### config.mk
export PLATFORM = sky130hd
export DESIGN_NAME = fpr_top
export DESIGN_NICKNAME = d
export VERILOG_FILES = /design/src/fpr_pkg.sv /design/src/fpr_spi_if.sv /design/src/fpr_reset_seq.sv /design/src/fpr_spi_front.sv /design/src/fpr_top.sv
export VERILOG_INCLUDE_DIRS = /design/src
export SDC_FILE = /design/constraint.sdc
export NUM_CORES = 1
export LEC_CHECK = 0
export BUFFER_PORTS_ARGS = -buffer_cell sky130_fd_sc_hd__buf_2
export CAP_MARGIN = 5
export CORE_AREA = 2 2 110 155
export CTS_CLUSTER_SIZE = 28
export DETAILED_ROUTE_END_ITERATION = 8
export DIE_AREA = 0 0 112 157
export PLACE_DENSITY = 0.87
export SETUP_SLACK_MARGIN = 0.15
export SYNTH_ARGS = -nofsm -noshare
export SYNTH_HDL_FRONTEND = slang
export SYNTH_SLANG_ARGS = --single-unit
### constraint.sdc
create_clock -name pclk -period 9.5 [get_ports pclk]
set_input_delay 1.9 -clock pclk [delete_from_list [all_inputs] [get_ports pclk]]
set_output_delay 1.9 -clock pclk [all_outputs]
set_load 0.02 [all_outputs]
### src/fpr_map.svh
`ifndef FPR_MAP_SVH
`define FPR_MAP_SVH
// Serial opcodes
`define FPR_OP_WREN 8'h06
`define FPR_OP_WRDI 8'h04
`define FPR_OP_WRSR 8'h01
`define FPR_OP_RDSR 8'h05
`define FPR_OP_PROG 8'h02
`define FPR_OP_ERASE4K 8'h20
`define FPR_OP_ERASE32K 8'h52
`define FPR_OP_ERASE64K 8'hd8
`define FPR_OP_CHIP1 8'hc7
`define FPR_OP_CHIP2 8'h60
`define FPR_OP_RST_ARM 8'h66
`define FPR_OP_RST_GO 8'h99
// Array geometry for the protect decode
`define FPR_ARRAY_TOP 23'h400000
`define FPR_UNIT_BIG 23'h010000
`define FPR_UNIT_SMALL 23'h001000
`define FPR_SMALL_MAX 23'h008000
// Protection bit positions inside the six-bit field
`define FPR_CMP_POS 5
`define FPR_BP4_POS 4
`define FPR_BP3_POS 3
// APB byte offsets
`define FPR_REG_STATUS 8'h00
`define FPR_REG_VOLATILE 8'h04
`define FPR_REG_LASTOP 8'h08
`define FPR_REG_PROBE 8'h0c
// Reset values
`define FPR_PROT_RST 6'h00
`define FPR_VOL_RST 13'h0000
// Volatile register fields
`define FPR_VOL_ESUS_POS 11
`define FPR_VOL_PSUS_POS 12
// Software reset recovery time
`define FPR_T_RESET_US 30
`define FPR_CLK_MHZ 40
`define FPR_RESET_CYCLES (`FPR_T_RESET_US * `FPR_CLK_MHZ)
`define FPR_TIMER_W 12
`endif

### src/fpr_pkg.sv
`include "fpr_map.svh"
package fpr_pkg;
  typedef enum logic [1:0] {
    FPR_ST_OPCODE,
    FPR_ST_ADDR,
    FPR_ST_DATA,
    FPR_ST_SKIP
  } fpr_state_t;

  typedef enum logic [1:0] {
    FPR_KIND_NONE,
    FPR_KIND_PROGRAM,
    FPR_KIND_ERASE,
    FPR_KIND_CHIP
  } fpr_kind_t;

  // Size of the protected block for a code; low code 0 and 7 are handled by the caller
  function automatic logic [22:0] fpr_prot_size(input logic [5:0] bits);
    logic [2:0] low;
    low = bits[2:0];
    if (bits[`FPR_BP4_POS]) begin
      fpr_prot_size = (low >= 3'h4) ? `FPR_SMALL_MAX : (`FPR_UNIT_SMALL << (low - 3'h1));
    end else begin
      fpr_prot_size = `FPR_UNIT_BIG << (low - 3'h1);
    end
  endfunction

  // Protected test on the 22 meaningful address bits
  function automatic logic fpr_is_protected(input logic [5:0] bits, input logic [21:0] addr);
    logic [22:0] size;
    logic in_rng;
    size = fpr_prot_size(bits);
    if (bits[2:0] == 3'h0) begin
      in_rng = 1'b0;
    end else if (bits[2:0] == 3'h7) begin
      in_rng = 1'b1;
    end else if (bits[`FPR_BP3_POS]) begin
      in_rng = {1'b0, addr} < size;
    end else begin
      in_rng = {1'b0, addr} >= (`FPR_ARRAY_TOP - size);
    end
    fpr_is_protected = in_rng ^ bits[`FPR_CMP_POS];
  endfunction

  // True when no address at all is protected
  function automatic logic fpr_prot_none(input logic [5:0] bits);
    fpr_prot_none = bits[`FPR_CMP_POS] ? (bits[2:0] == 3'h7) : (bits[2:0] == 3'h0);
  endfunction
endpackage

### src/fpr_spi_if.sv
`timescale 1ns/1ps
interface fpr_spi_if;
  logic byte_valid;
  logic [7:0] rx_byte;
  logic frame_start;
  logic frame_end;
  logic frame_aligned;
  logic tx_load;
  logic [7:0] tx_byte;
  modport front (output byte_valid, rx_byte, frame_start, frame_end, frame_aligned,
                 input tx_load, tx_byte);
  modport core (input byte_valid, rx_byte, frame_start, frame_end, frame_aligned,
                output tx_load, tx_byte);
endinterface

### src/fpr_reset_seq.sv
`timescale 1ns/1ps
`include "fpr_map.svh"
module fpr_reset_seq (
  input wire logic pclk,
  input wire logic presetn,
  input wire logic ce,
  input wire logic cmd_valid,
  input wire logic [7:0] cmd_opcode,
  input wire logic cmd_aligned,
  output logic armed,
  output logic reset_fire,
  output logic busy
);
  localparam logic [`FPR_TIMER_W-1:0] RESET_LAST = `FPR_TIMER_W'(`FPR_RESET_CYCLES - 1);
  logic armed_reg;
  logic fire_reg;
  logic busy_reg;
  logic [`FPR_TIMER_W-1:0] timer_reg;
  wire is_arm = cmd_aligned & (cmd_opcode == `FPR_OP_RST_ARM);
  wire is_go = cmd_aligned & (cmd_opcode == `FPR_OP_RST_GO);

  assign armed = armed_reg;
  assign reset_fire = fire_reg;
  assign busy = busy_reg;

  // Arm, fire and recovery timer; frames are ignored while busy
  always_ff @(posedge pclk or negedge presetn) begin
    if (!presetn) begin
      armed_reg <= 1'b0;
      fire_reg <= 1'b0;
      busy_reg <= 1'b0;
      timer_reg <= '0;
    end else if (ce) begin
      fire_reg <= 1'b0;
      if (busy_reg) begin
        timer_reg <= timer_reg - `FPR_TIMER_W'(1);
        busy_reg <= (timer_reg != '0);
      end else if (cmd_valid) begin
        armed_reg <= is_arm;
        if (is_go && armed_reg) begin
          fire_reg <= 1'b1;
          busy_reg <= 1'b1;
          timer_reg <= RESET_LAST;
        end
      end
    end
  end
endmodule

### src/fpr_spi_front.sv
`timescale 1ns/1ps
module fpr_spi_front (
  input wire logic pclk,
  input wire logic presetn,
  input wire logic ce,
  input wire logic spi_cs_n,
  input wire logic spi_sclk,
  input wire logic spi_mosi,
  output logic spi_miso,
  output logic spi_miso_oe_n,
  fpr_spi_if.front link
);
  logic [2:0] sync1_reg;
  logic [2:0] sync2_reg;
  logic sclk_d_reg;
  logic cs_d_reg;
  logic [2:0] bit_cnt_reg;
  logic [6:0] shift_reg;
  logic seen_reg;
  logic byte_valid_reg;
  logic [7:0] rx_reg;
  logic [7:0] tx_reg;
  logic fresh_reg;
  wire cs_n_s = sync2_reg[2];
  wire sclk_s = sync2_reg[1];
  wire mosi_s = sync2_reg[0];
  wire rise = sclk_s & ~sclk_d_reg & ~cs_n_s;
  wire fall = ~sclk_s & sclk_d_reg & ~cs_n_s;

  // Frame edges and byte framing
  assign link.frame_start = ~cs_n_s & cs_d_reg;
  assign link.frame_end = cs_n_s & ~cs_d_reg;
  assign link.frame_aligned = (bit_cnt_reg == 3'h0) & seen_reg;
  assign link.byte_valid = byte_valid_reg;
  assign link.rx_byte = rx_reg;
  assign spi_miso = tx_reg[7];
  assign spi_miso_oe_n = cs_n_s;

  // Two-stage synchronisers; pins are asynchronous to pclk
  always_ff @(posedge pclk or negedge presetn) begin
    if (!presetn) begin
      sync1_reg <= 3'h4;
      sync2_reg <= 3'h4;
      sclk_d_reg <= 1'b0;
      cs_d_reg <= 1'b1;
    end else if (ce) begin
      sync1_reg <= {spi_cs_n, spi_sclk, spi_mosi};
      sync2_reg <= sync1_reg;
      sclk_d_reg <= sclk_s;
      cs_d_reg <= cs_n_s;
    end
  end

  // Receive shifter, sampled on the serial rising edge
  always_ff @(posedge pclk or negedge presetn) begin
    if (!presetn) begin
      bit_cnt_reg <= 3'h0;
      shift_reg <= 7'h00;
      seen_reg <= 1'b0;
      byte_valid_reg <= 1'b0;
      rx_reg <= 8'h00;
    end else if (ce) begin
      byte_valid_reg <= rise & (bit_cnt_reg == 3'h7);
      if (link.frame_start) begin
        bit_cnt_reg <= 3'h0;
        seen_reg <= 1'b0;
      end else if (rise) begin
        shift_reg <= {shift_reg[5:0], mosi_s};
        bit_cnt_reg <= bit_cnt_reg + 3'h1;
        if (bit_cnt_reg == 3'h7) begin
          rx_reg <= {shift_reg, mosi_s};
          seen_reg <= 1'b1;
        end
      end
    end
  end

  // Transmit shifter; first falling edge after a load only presents the msb
  always_ff @(posedge pclk or negedge presetn) begin
    if (!presetn) begin
      tx_reg <= 8'h00;
      fresh_reg <= 1'b0;
    end else if (ce) begin
      if (link.tx_load) begin
        tx_reg <= link.tx_byte;
        fresh_reg <= 1'b1;
      end else if (fall) begin
        if (fresh_reg) begin
          fresh_reg <= 1'b0;
        end else begin
          tx_reg <= {tx_reg[6:0], 1'b0};
        end
      end
    end
  end
endmodule

### src/fpr_top.sv
// The implementer's own choices: the register addresses and the APB interface to the registers.
`timescale 1ns/1ps
`include "fpr_map.svh"
// What this block does
// - Protected region follows complement select and five block-protect bits, set by status write.
// - Complement clear and low code 000 leaves the whole array unprotected.
// - Complement clear, upper pair 00: codes 1..6 protect top 1/64 to 1/2.
// - Complement clear, upper pair 01: codes 1..6 protect bottom 1/64 to 1/2.
// - Complement clear and low code 111 protects the entire array.
// - Upper pair 10: top 4k, 8k, 16k, then 32k for codes 10x and 110.
// - Upper pair 11: bottom 4k, 8k, 16k, then 32k for codes 10x and 110.
// - Complement set protects exactly the inverse of the complement-clear region.
// - Write-protect pin never changes the region, only locks the protection bits.
// - Write-protect pin low refuses every change of the protection bits.
// - Software reset needs the arm command directly followed by the execute command.
// - Any other command after arming drops the armed state.
// - Accepted reset aborts operations and clears volatile bits, latch, suspend, mode, wrap.
// - About 30 us of reset recovery during which every command is rejected.
// - Commands act at chip-select release only on a whole-byte boundary.
// - Program, erase and status write need the write-enable latch set first.
module fpr_top
  import fpr_pkg::*;
(
  input wire logic pclk,
  input wire logic presetn,
  input wire logic ce,
  input wire logic psel,
  input wire logic penable,
  input wire logic pwrite,
  input wire logic [7:0] paddr,
  input wire logic [31:0] pwdata,
  output logic [31:0] prdata,
  output logic pready,
  output logic pslverr,
  input wire logic spi_cs_n,
  input wire logic spi_sclk,
  input wire logic spi_mosi,
  output logic spi_miso,
  output logic spi_miso_oe_n,
  input wire logic wp_n,
  output logic op_valid,
  output fpr_kind_t op_kind,
  output logic [21:0] op_addr,
  output logic op_abort
);
  fpr_spi_if link ();

  // Frame tracking state
  fpr_state_t state_reg;
  fpr_state_t state_next;
  logic [2:0] byte_cnt_reg;
  logic [7:0] opcode_reg;
  logic [23:0] addr_reg;
  logic [7:0] data_reg;

  // Protection and latch state
  logic [5:0] prot_reg;
  logic [5:0] prot_next;
  logic wel_reg;
  logic wel_next;
  logic wp_s1_reg;
  logic wp_s2_reg;

  // Software-visible state
  logic [12:0] vol_reg;
  logic [21:0] probe_reg;
  logic [21:0] last_addr_reg;
  logic last_ok_reg;
  logic last_rej_reg;

  // Array request outputs
  logic op_valid_reg;
  fpr_kind_t op_kind_reg;
  logic [21:0] op_addr_reg;

  logic rst_armed;
  logic rst_fire;
  logic rst_busy;

  fpr_spi_front u_front (
    .pclk(pclk),
    .presetn(presetn),
    .ce(ce),
    .spi_cs_n(spi_cs_n),
    .spi_sclk(spi_sclk),
    .spi_mosi(spi_mosi),
    .spi_miso(spi_miso),
    .spi_miso_oe_n(spi_miso_oe_n),
    .link(link)
  );

  // Frame end with at least one whole opcode, outside reset recovery
  wire frame_ok = link.frame_end & (byte_cnt_reg != 3'h0);
  wire cmd_end = frame_ok & ~rst_busy;
  wire aligned = link.frame_aligned;

  fpr_reset_seq u_reset (
    .pclk(pclk),
    .presetn(presetn),
    .ce(ce),
    .cmd_valid(frame_ok),
    .cmd_opcode(opcode_reg),
    .cmd_aligned(aligned),
    .armed(rst_armed),
    .reset_fire(rst_fire),
    .busy(rst_busy)
  );

  // Opcode classes
  wire is_wren = opcode_reg == `FPR_OP_WREN;
  wire is_wrdi = opcode_reg == `FPR_OP_WRDI;
  wire is_wrsr = opcode_reg == `FPR_OP_WRSR;
  wire is_rdsr = opcode_reg == `FPR_OP_RDSR;
  wire is_prog = opcode_reg == `FPR_OP_PROG;
  wire is_erase = (opcode_reg == `FPR_OP_ERASE4K) | (opcode_reg == `FPR_OP_ERASE32K) |
                  (opcode_reg == `FPR_OP_ERASE64K);
  wire is_chip = (opcode_reg == `FPR_OP_CHIP1) | (opcode_reg == `FPR_OP_CHIP2);
  wire is_array = is_prog | is_erase | is_chip;
  wire needs_wel = is_array | is_wrsr;

  // Frame length each command needs: opcode, three address bytes, data
  wire shape_ok = (is_prog & (byte_cnt_reg >= 3'h5)) | (is_erase & (byte_cnt_reg == 3'h4)) |
                  (is_chip & (byte_cnt_reg == 3'h1)) | (is_wrsr & (byte_cnt_reg == 3'h2));
  wire suspended = vol_reg[`FPR_VOL_ESUS_POS] | vol_reg[`FPR_VOL_PSUS_POS];

  // Protection lookups for the command address and the software probe
  wire cmd_prot = fpr_is_protected(prot_reg, addr_reg[21:0]);
  wire probe_prot = fpr_is_protected(prot_reg, probe_reg);
  wire prot_none = fpr_prot_none(prot_reg);
  wire target_prot = is_chip ? ~prot_none : cmd_prot;

  // Execution decisions at chip-select release
  wire whole = cmd_end & aligned;
  wire array_go = whole & is_array & shape_ok & wel_reg;
  wire op_fire = array_go & ~target_prot;
  wire op_reject = array_go & target_prot;
  // Status write is ignored outright while a suspend is pending; latch kept
  wire wrsr_go = whole & is_wrsr & shape_ok & wel_reg & ~suspended;
  wire prot_write = wrsr_go & wp_s2_reg;
  wire bad_frame = cmd_end & needs_wel & wel_reg & (~aligned | ~shape_ok) &
                   ~(is_wrsr & suspended);
  wire wel_set = whole & is_wren;
  wire wel_clr = (whole & is_wrdi) | array_go | wrsr_go | bad_frame;

  // Latch next value; the reset sequence overrides everything
  assign wel_next = rst_fire ? 1'b0 : (wel_clr ? 1'b0 : (wel_set ? 1'b1 : wel_reg));
  // Protection bits move only by an accepted status write; the pin gates the update only
  assign prot_next = prot_write ? data_reg[7:2] : prot_reg;

  // Status byte: {cmp, bp4..bp0, latch, busy}
  wire [7:0] status_byte = {prot_reg, wel_reg, rst_busy};
  assign link.tx_byte = status_byte;
  assign link.tx_load = link.byte_valid & ~rst_busy &
                        (((state_reg == FPR_ST_OPCODE) & (link.rx_byte == `FPR_OP_RDSR)) |
                         ((state_reg == FPR_ST_DATA) & is_rdsr));

  // Byte-phase sequencing within a frame
  always_comb begin
    state_next = state_reg;
    if (link.frame_start) begin
      state_next = FPR_ST_OPCODE;
    end else if (link.byte_valid) begin
      case (state_reg)
        FPR_ST_OPCODE: begin
          if ((link.rx_byte == `FPR_OP_PROG) || (link.rx_byte == `FPR_OP_ERASE4K) ||
              (link.rx_byte == `FPR_OP_ERASE32K) || (link.rx_byte == `FPR_OP_ERASE64K)) begin
            state_next = FPR_ST_ADDR;
          end else if ((link.rx_byte == `FPR_OP_WRSR) || (link.rx_byte == `FPR_OP_RDSR)) begin
            state_next = FPR_ST_DATA;
          end else begin
            state_next = FPR_ST_SKIP;
          end
        end
        FPR_ST_ADDR: begin
          if (byte_cnt_reg == 3'h3) begin
            state_next = FPR_ST_DATA;
          end
        end
        FPR_ST_DATA: state_next = FPR_ST_DATA;
        FPR_ST_SKIP: state_next = FPR_ST_SKIP;
        default: state_next = FPR_ST_SKIP;
      endcase
    end
  end

  // Frame registers; byte count saturates, long program data is not counted
  always_ff @(posedge pclk or negedge presetn) begin
    if (!presetn) begin
      state_reg <= FPR_ST_OPCODE;
      byte_cnt_reg <= 3'h0;
      opcode_reg <= 8'h00;
    end else if (ce) begin
      state_reg <= state_next;
      if (link.frame_start) begin
        byte_cnt_reg <= 3'h0;
      end else if (link.byte_valid && byte_cnt_reg != 3'h7) begin
        byte_cnt_reg <= byte_cnt_reg + 3'h1;
      end
      if (link.byte_valid && state_reg == FPR_ST_OPCODE) begin
        opcode_reg <= link.rx_byte;
      end
    end
  end

  // Address capture, and the data byte right after the opcode (status write)
  always_ff @(posedge pclk or negedge presetn) begin
    if (!presetn) begin
      addr_reg <= 24'h000000;
      data_reg <= 8'h00;
    end else if (ce && link.byte_valid) begin
      if (state_reg == FPR_ST_ADDR) begin
        addr_reg <= {addr_reg[15:0], link.rx_byte};
      end
      if (state_reg == FPR_ST_DATA && byte_cnt_reg == 3'h1) begin
        data_reg <= link.rx_byte;
      end
    end
  end

  // Write-protect pin synchroniser
  always_ff @(posedge pclk or negedge presetn) begin
    if (!presetn) begin
      wp_s1_reg <= 1'b0;
      wp_s2_reg <= 1'b0;
    end else if (ce) begin
      wp_s1_reg <= wp_n;
      wp_s2_reg <= wp_s1_reg;
    end
  end

  // Latch and protection bits; protection survives a software reset
  always_ff @(posedge pclk or negedge presetn) begin
    if (!presetn) begin
      wel_reg <= 1'b0;
      prot_reg <= `FPR_PROT_RST;
    end else if (ce) begin
      wel_reg <= wel_next;
      prot_reg <= prot_next;
    end
  end

  // Array request port, one pulse per accepted program or erase
  always_ff @(posedge pclk or negedge presetn) begin
    if (!presetn) begin
      op_valid_reg <= 1'b0;
      op_kind_reg <= FPR_KIND_NONE;
      op_addr_reg <= 22'h000000;
    end else if (ce) begin
      op_valid_reg <= op_fire;
      if (op_fire) begin
        op_kind_reg <= is_prog ? FPR_KIND_PROGRAM : (is_erase ? FPR_KIND_ERASE : FPR_KIND_CHIP);
        op_addr_reg <= addr_reg[21:0];
      end
    end
  end

  // Outcome of the last array command, for software
  always_ff @(posedge pclk or negedge presetn) begin
    if (!presetn) begin
      last_addr_reg <= 22'h000000;
      last_ok_reg <= 1'b0;
      last_rej_reg <= 1'b0;
    end else if (ce && array_go) begin
      last_addr_reg <= addr_reg[21:0];
      last_ok_reg <= op_fire;
      last_rej_reg <= op_reject;
    end
  end

  assign op_valid = op_valid_reg;
  assign op_kind = op_kind_reg;
  assign op_addr = op_addr_reg;
  assign op_abort = rst_fire;

  // APB decode; slave always answers in the access cycle unless frozen
  wire hit_status = paddr == `FPR_REG_STATUS;
  wire hit_vol = paddr == `FPR_REG_VOLATILE;
  wire hit_last = paddr == `FPR_REG_LASTOP;
  wire hit_probe = paddr == `FPR_REG_PROBE;
  wire mapped = hit_status | hit_vol | hit_last | hit_probe;
  wire apb_acc = psel & penable & ce;
  wire apb_wr = apb_acc & pwrite & mapped;

  assign pready = ce;
  assign pslverr = psel & penable & ~mapped;
  assign prdata = ({32{hit_status}} & {21'h0, prot_none, wp_s2_reg, rst_armed,
                                        status_byte}) |
                  ({32{hit_vol}} & {19'h0, vol_reg}) |
                  ({32{hit_last}} & {6'h0, last_rej_reg, last_ok_reg, 2'h0, last_addr_reg}) |
                  ({32{hit_probe}} & {probe_prot, 9'h0, probe_reg});

  // Volatile settings: mode byte, wrap bits, suspend flags; software reset clears them
  always_ff @(posedge pclk or negedge presetn) begin
    if (!presetn) begin
      vol_reg <= `FPR_VOL_RST;
    end else if (ce) begin
      if (rst_fire) begin
        vol_reg <= `FPR_VOL_RST;
      end else if (apb_wr && hit_vol) begin
        vol_reg <= pwdata[12:0];
      end
    end
  end

  // Probe address; lets software ask whether any address is protected
  always_ff @(posedge pclk or negedge presetn) begin
    if (!presetn) begin
      probe_reg <= 22'h000000;
    end else if (apb_wr && hit_probe) begin
      probe_reg <= pwdata[21:0];
    end
  end
endmodule

==> qor.yml <==
outcome: "finished clean"
arrival_ns: 4.19
max-clock-path-buffers: 2
synth_area_um2: 9580
path_buf_inv: 1
worst-endpoint-required_ns: 7.60
grt_antenna_before_repair: 0
max_slew_margin_pct: 17.1
postRouteAntennaNets: 0
setup_viol: 0
regToRegSetupSlack_ns: 4.40
maxCapViolations: 0
cp-startpoint: "prot_reg[4]"
grt-busiest-layer: "met2"
use_met1_pct: 31.4
yosys_warnings: 0
drtIter0Drc: 484
num_rows: 55
clk_latency_ns: 0.45
dp.final_hpwl_mm: 16.3
syn_to_final_growth_pct: 12.6
synth_seq_area_share_pct: 48.6
min_path_type: "reg2reg"
cp_top_family: "flip-flops"
wl_mm: 23.2
synth_seq_cells: 186
synth_top_area_share_pct: 47.8
yosys.area_share.simple_pct: 11.8
crit_type: "reg2out"
slowest_delay_ns: 0.96
final_common_cell: "dfrtp_1"
asyncSetResetFlopFracSynth_pct: 100
synth_ff_type: "dfrtp_1"
numCtsBuffers: 17
clock-root-buffer: "clkbuf_16"
worstSetupStartpointType: "flip-flop"
synth_compound_area_share_pct: 10.9
synth.area.top_cells: "dfrtp_1 48%, mux2_2 14%, ha_1 4.7%"
place_congestion: 0.942
power_density_nw_per_um2: 161
via_per_inst: 6.37
path_max_fanout: 28
htree_levels: 4
io_buffers: 94
gr-usage-met2_pct: 47.4
postSynthCellCount: 819
grt_usage_pct: 27.2
chipHeight_um: 157
power.leakage_nw: 5.28
nets: 987
cts_resized: 0
min_from: "op_valid"
die_x_um: 112
synth_mux_area_share_pct: 19.4
crit_slowest_cell: "dfrtp_1"
max-vdd-ir-drop_uv: 178
mostFrequentLayoutCells: "183 x dfrtp_1, 117 x mux2_2, 93 x buf_2, 50 x nand2_1, 40 x o21ai_0"
clkTransAtPathRegs_ns: 0.07
regArea_um2: 4660
synth_fa_ha_area_share_pct: 4.91
finalClockSkew_ns: 0.0150
firstDrtPassIters: 5
slew_violations: 0
synth_edf_count: 0
fp.dieArea_um2: 17600
initial_core_util_pct: 59.5
drive_gt1_share_pct: 31.1
reg2reg_from: "prot_reg[4]"
cts_tree: "yes"
finalCritPeriodShare_pct: 64.1
final_hold_viol_count: 0
wl_per_cell_um: 20.8
grt_pass1_vias: 7236
path_cells: "nor2b_1 > nand2_1 > ha_1 > xnor2_1 > ha_1 > o21ai_0 > nand2b_1 > a22o_1 > o22ai_1 > maj3_1 > o211ai_1 > a211o_1 > nand2_1 > buf_2"
grt-ovfl-total: 0
yosysUniqueCellTypes: 68
avgSynthCellArea_um2: 11.7
grt_first_pass_wirelength_mm: 37.1
clkSinkCount: 186
core_area_um2: 16100
yosys.area_share.xor_xnor_pct: 0.902
synth_top_family_by_area: "multiplexers"
cts_setup_buffers: 0
ctsHoldBuffers: 0
diodes: 0
setup_tns_ns: 0
detailroute.via_count: 7094
multiInputGateArea_um2: 4630
max_freq_mhz: 164
grt_max_degree: 65
drc: 0
yosysTopAreaCell: "dfrtp_1"
worstMarginPinSlew_ns: 1.24
final_core_util_pct: 66.9
met3_usage_pct: 6.16
nFillCells: 1173
io-pin-count: 112
endpoint_kind: "primary output"
timing.final.crit_period_ns: 6.09
rsz0062_at_grt: "no"
## synth_stat cells, types with 5 or more instances
cell type	number
a21o_1	6
a21oi_1	26
a22o_1	27
a22oi_1	5
a31oi_1	8
and2_1	14
and3_1	10
buf_1	6
buf_2	8
buf_4	10
clkbuf_1	23
dfrtp_1	183
ha_1	36
inv_1	19
mux2_1	18
mux2_2	117
mux2i_1	9
mux4_2	11
nand2_1	50
nand2b_1	12
nand3_1	21
nor2_1	31
nor2b_1	12
nor3_1	11
nor4_1	9
o211ai_1	6
o21ai_0	40
or2_2	5
or3_1	10
or4_1	5
xnor2_1	5
## power by group
part	total [mW]	internal (mW)	switching [mW]
Clock	0.720	0.377	0.344
Combinational	0.137	0.0611	0.0755
Sequential	0.883	0.839	0.0437
## final timing paths
path	to	cells after the start
setup / recovery	prdata[31]	14
hold / removal	op_valid	1
setup reg to reg	op_addr[1]	15
hold reg to reg	op_valid	1
max in group asynchronous	op_addr[21]	2
min in group asynchronous	last_addr_reg[8]	1
## metrics by stage
stage	std cells	power (mW)	cell area [µm²]	setup slack, ns	hold WS (ns)
2_1_floorplan	825	0.978	9600	4.16	0.441
3_3_place_gp	1081	1.03	10200	4.03	0.462
6_report	1113	1.74	10800	3.41	0.480
3_5_place_dp	1081	1.03	10200	3.98	0.467
4_1_cts	1113	1.75	10800	3.46	0.483
5_1_grt	1113	1.80	10800	3.19	0.508
## layer usage
layer  up-vias  share of wire (%)  wire length, µm
li1       3162                  -                -
met1      3517                 37             8600
met2       330                 51            11900
met3        85                7.0             1630
met4         0                4.6             1080
met5         -                  0                0
## cell families after synthesis
| family | after synthesis |
|---|---|
| AOI/OAI and AO/OA | 150 |
| xor gates and xnor gates | 9 |
| adders and majority gates | 38 |
| buffers and inverters | 69 |
| DFF | 186 |
| muxes | 155 |
| other | 1 |
| and+or+nand+nor | 211 |
## final cells by class
class | count | area share, %
clock buffer | 17 | 3.95
clock inverter | 15 | 1.65
inverter | 20 | 0.696
multi-input combinational | 570 | 42.9
sequential | 186 | 43.2
tap | 199 | 2.31
timing repair buffer | 106 | 5.26
(Power assumes the default switching activity.)
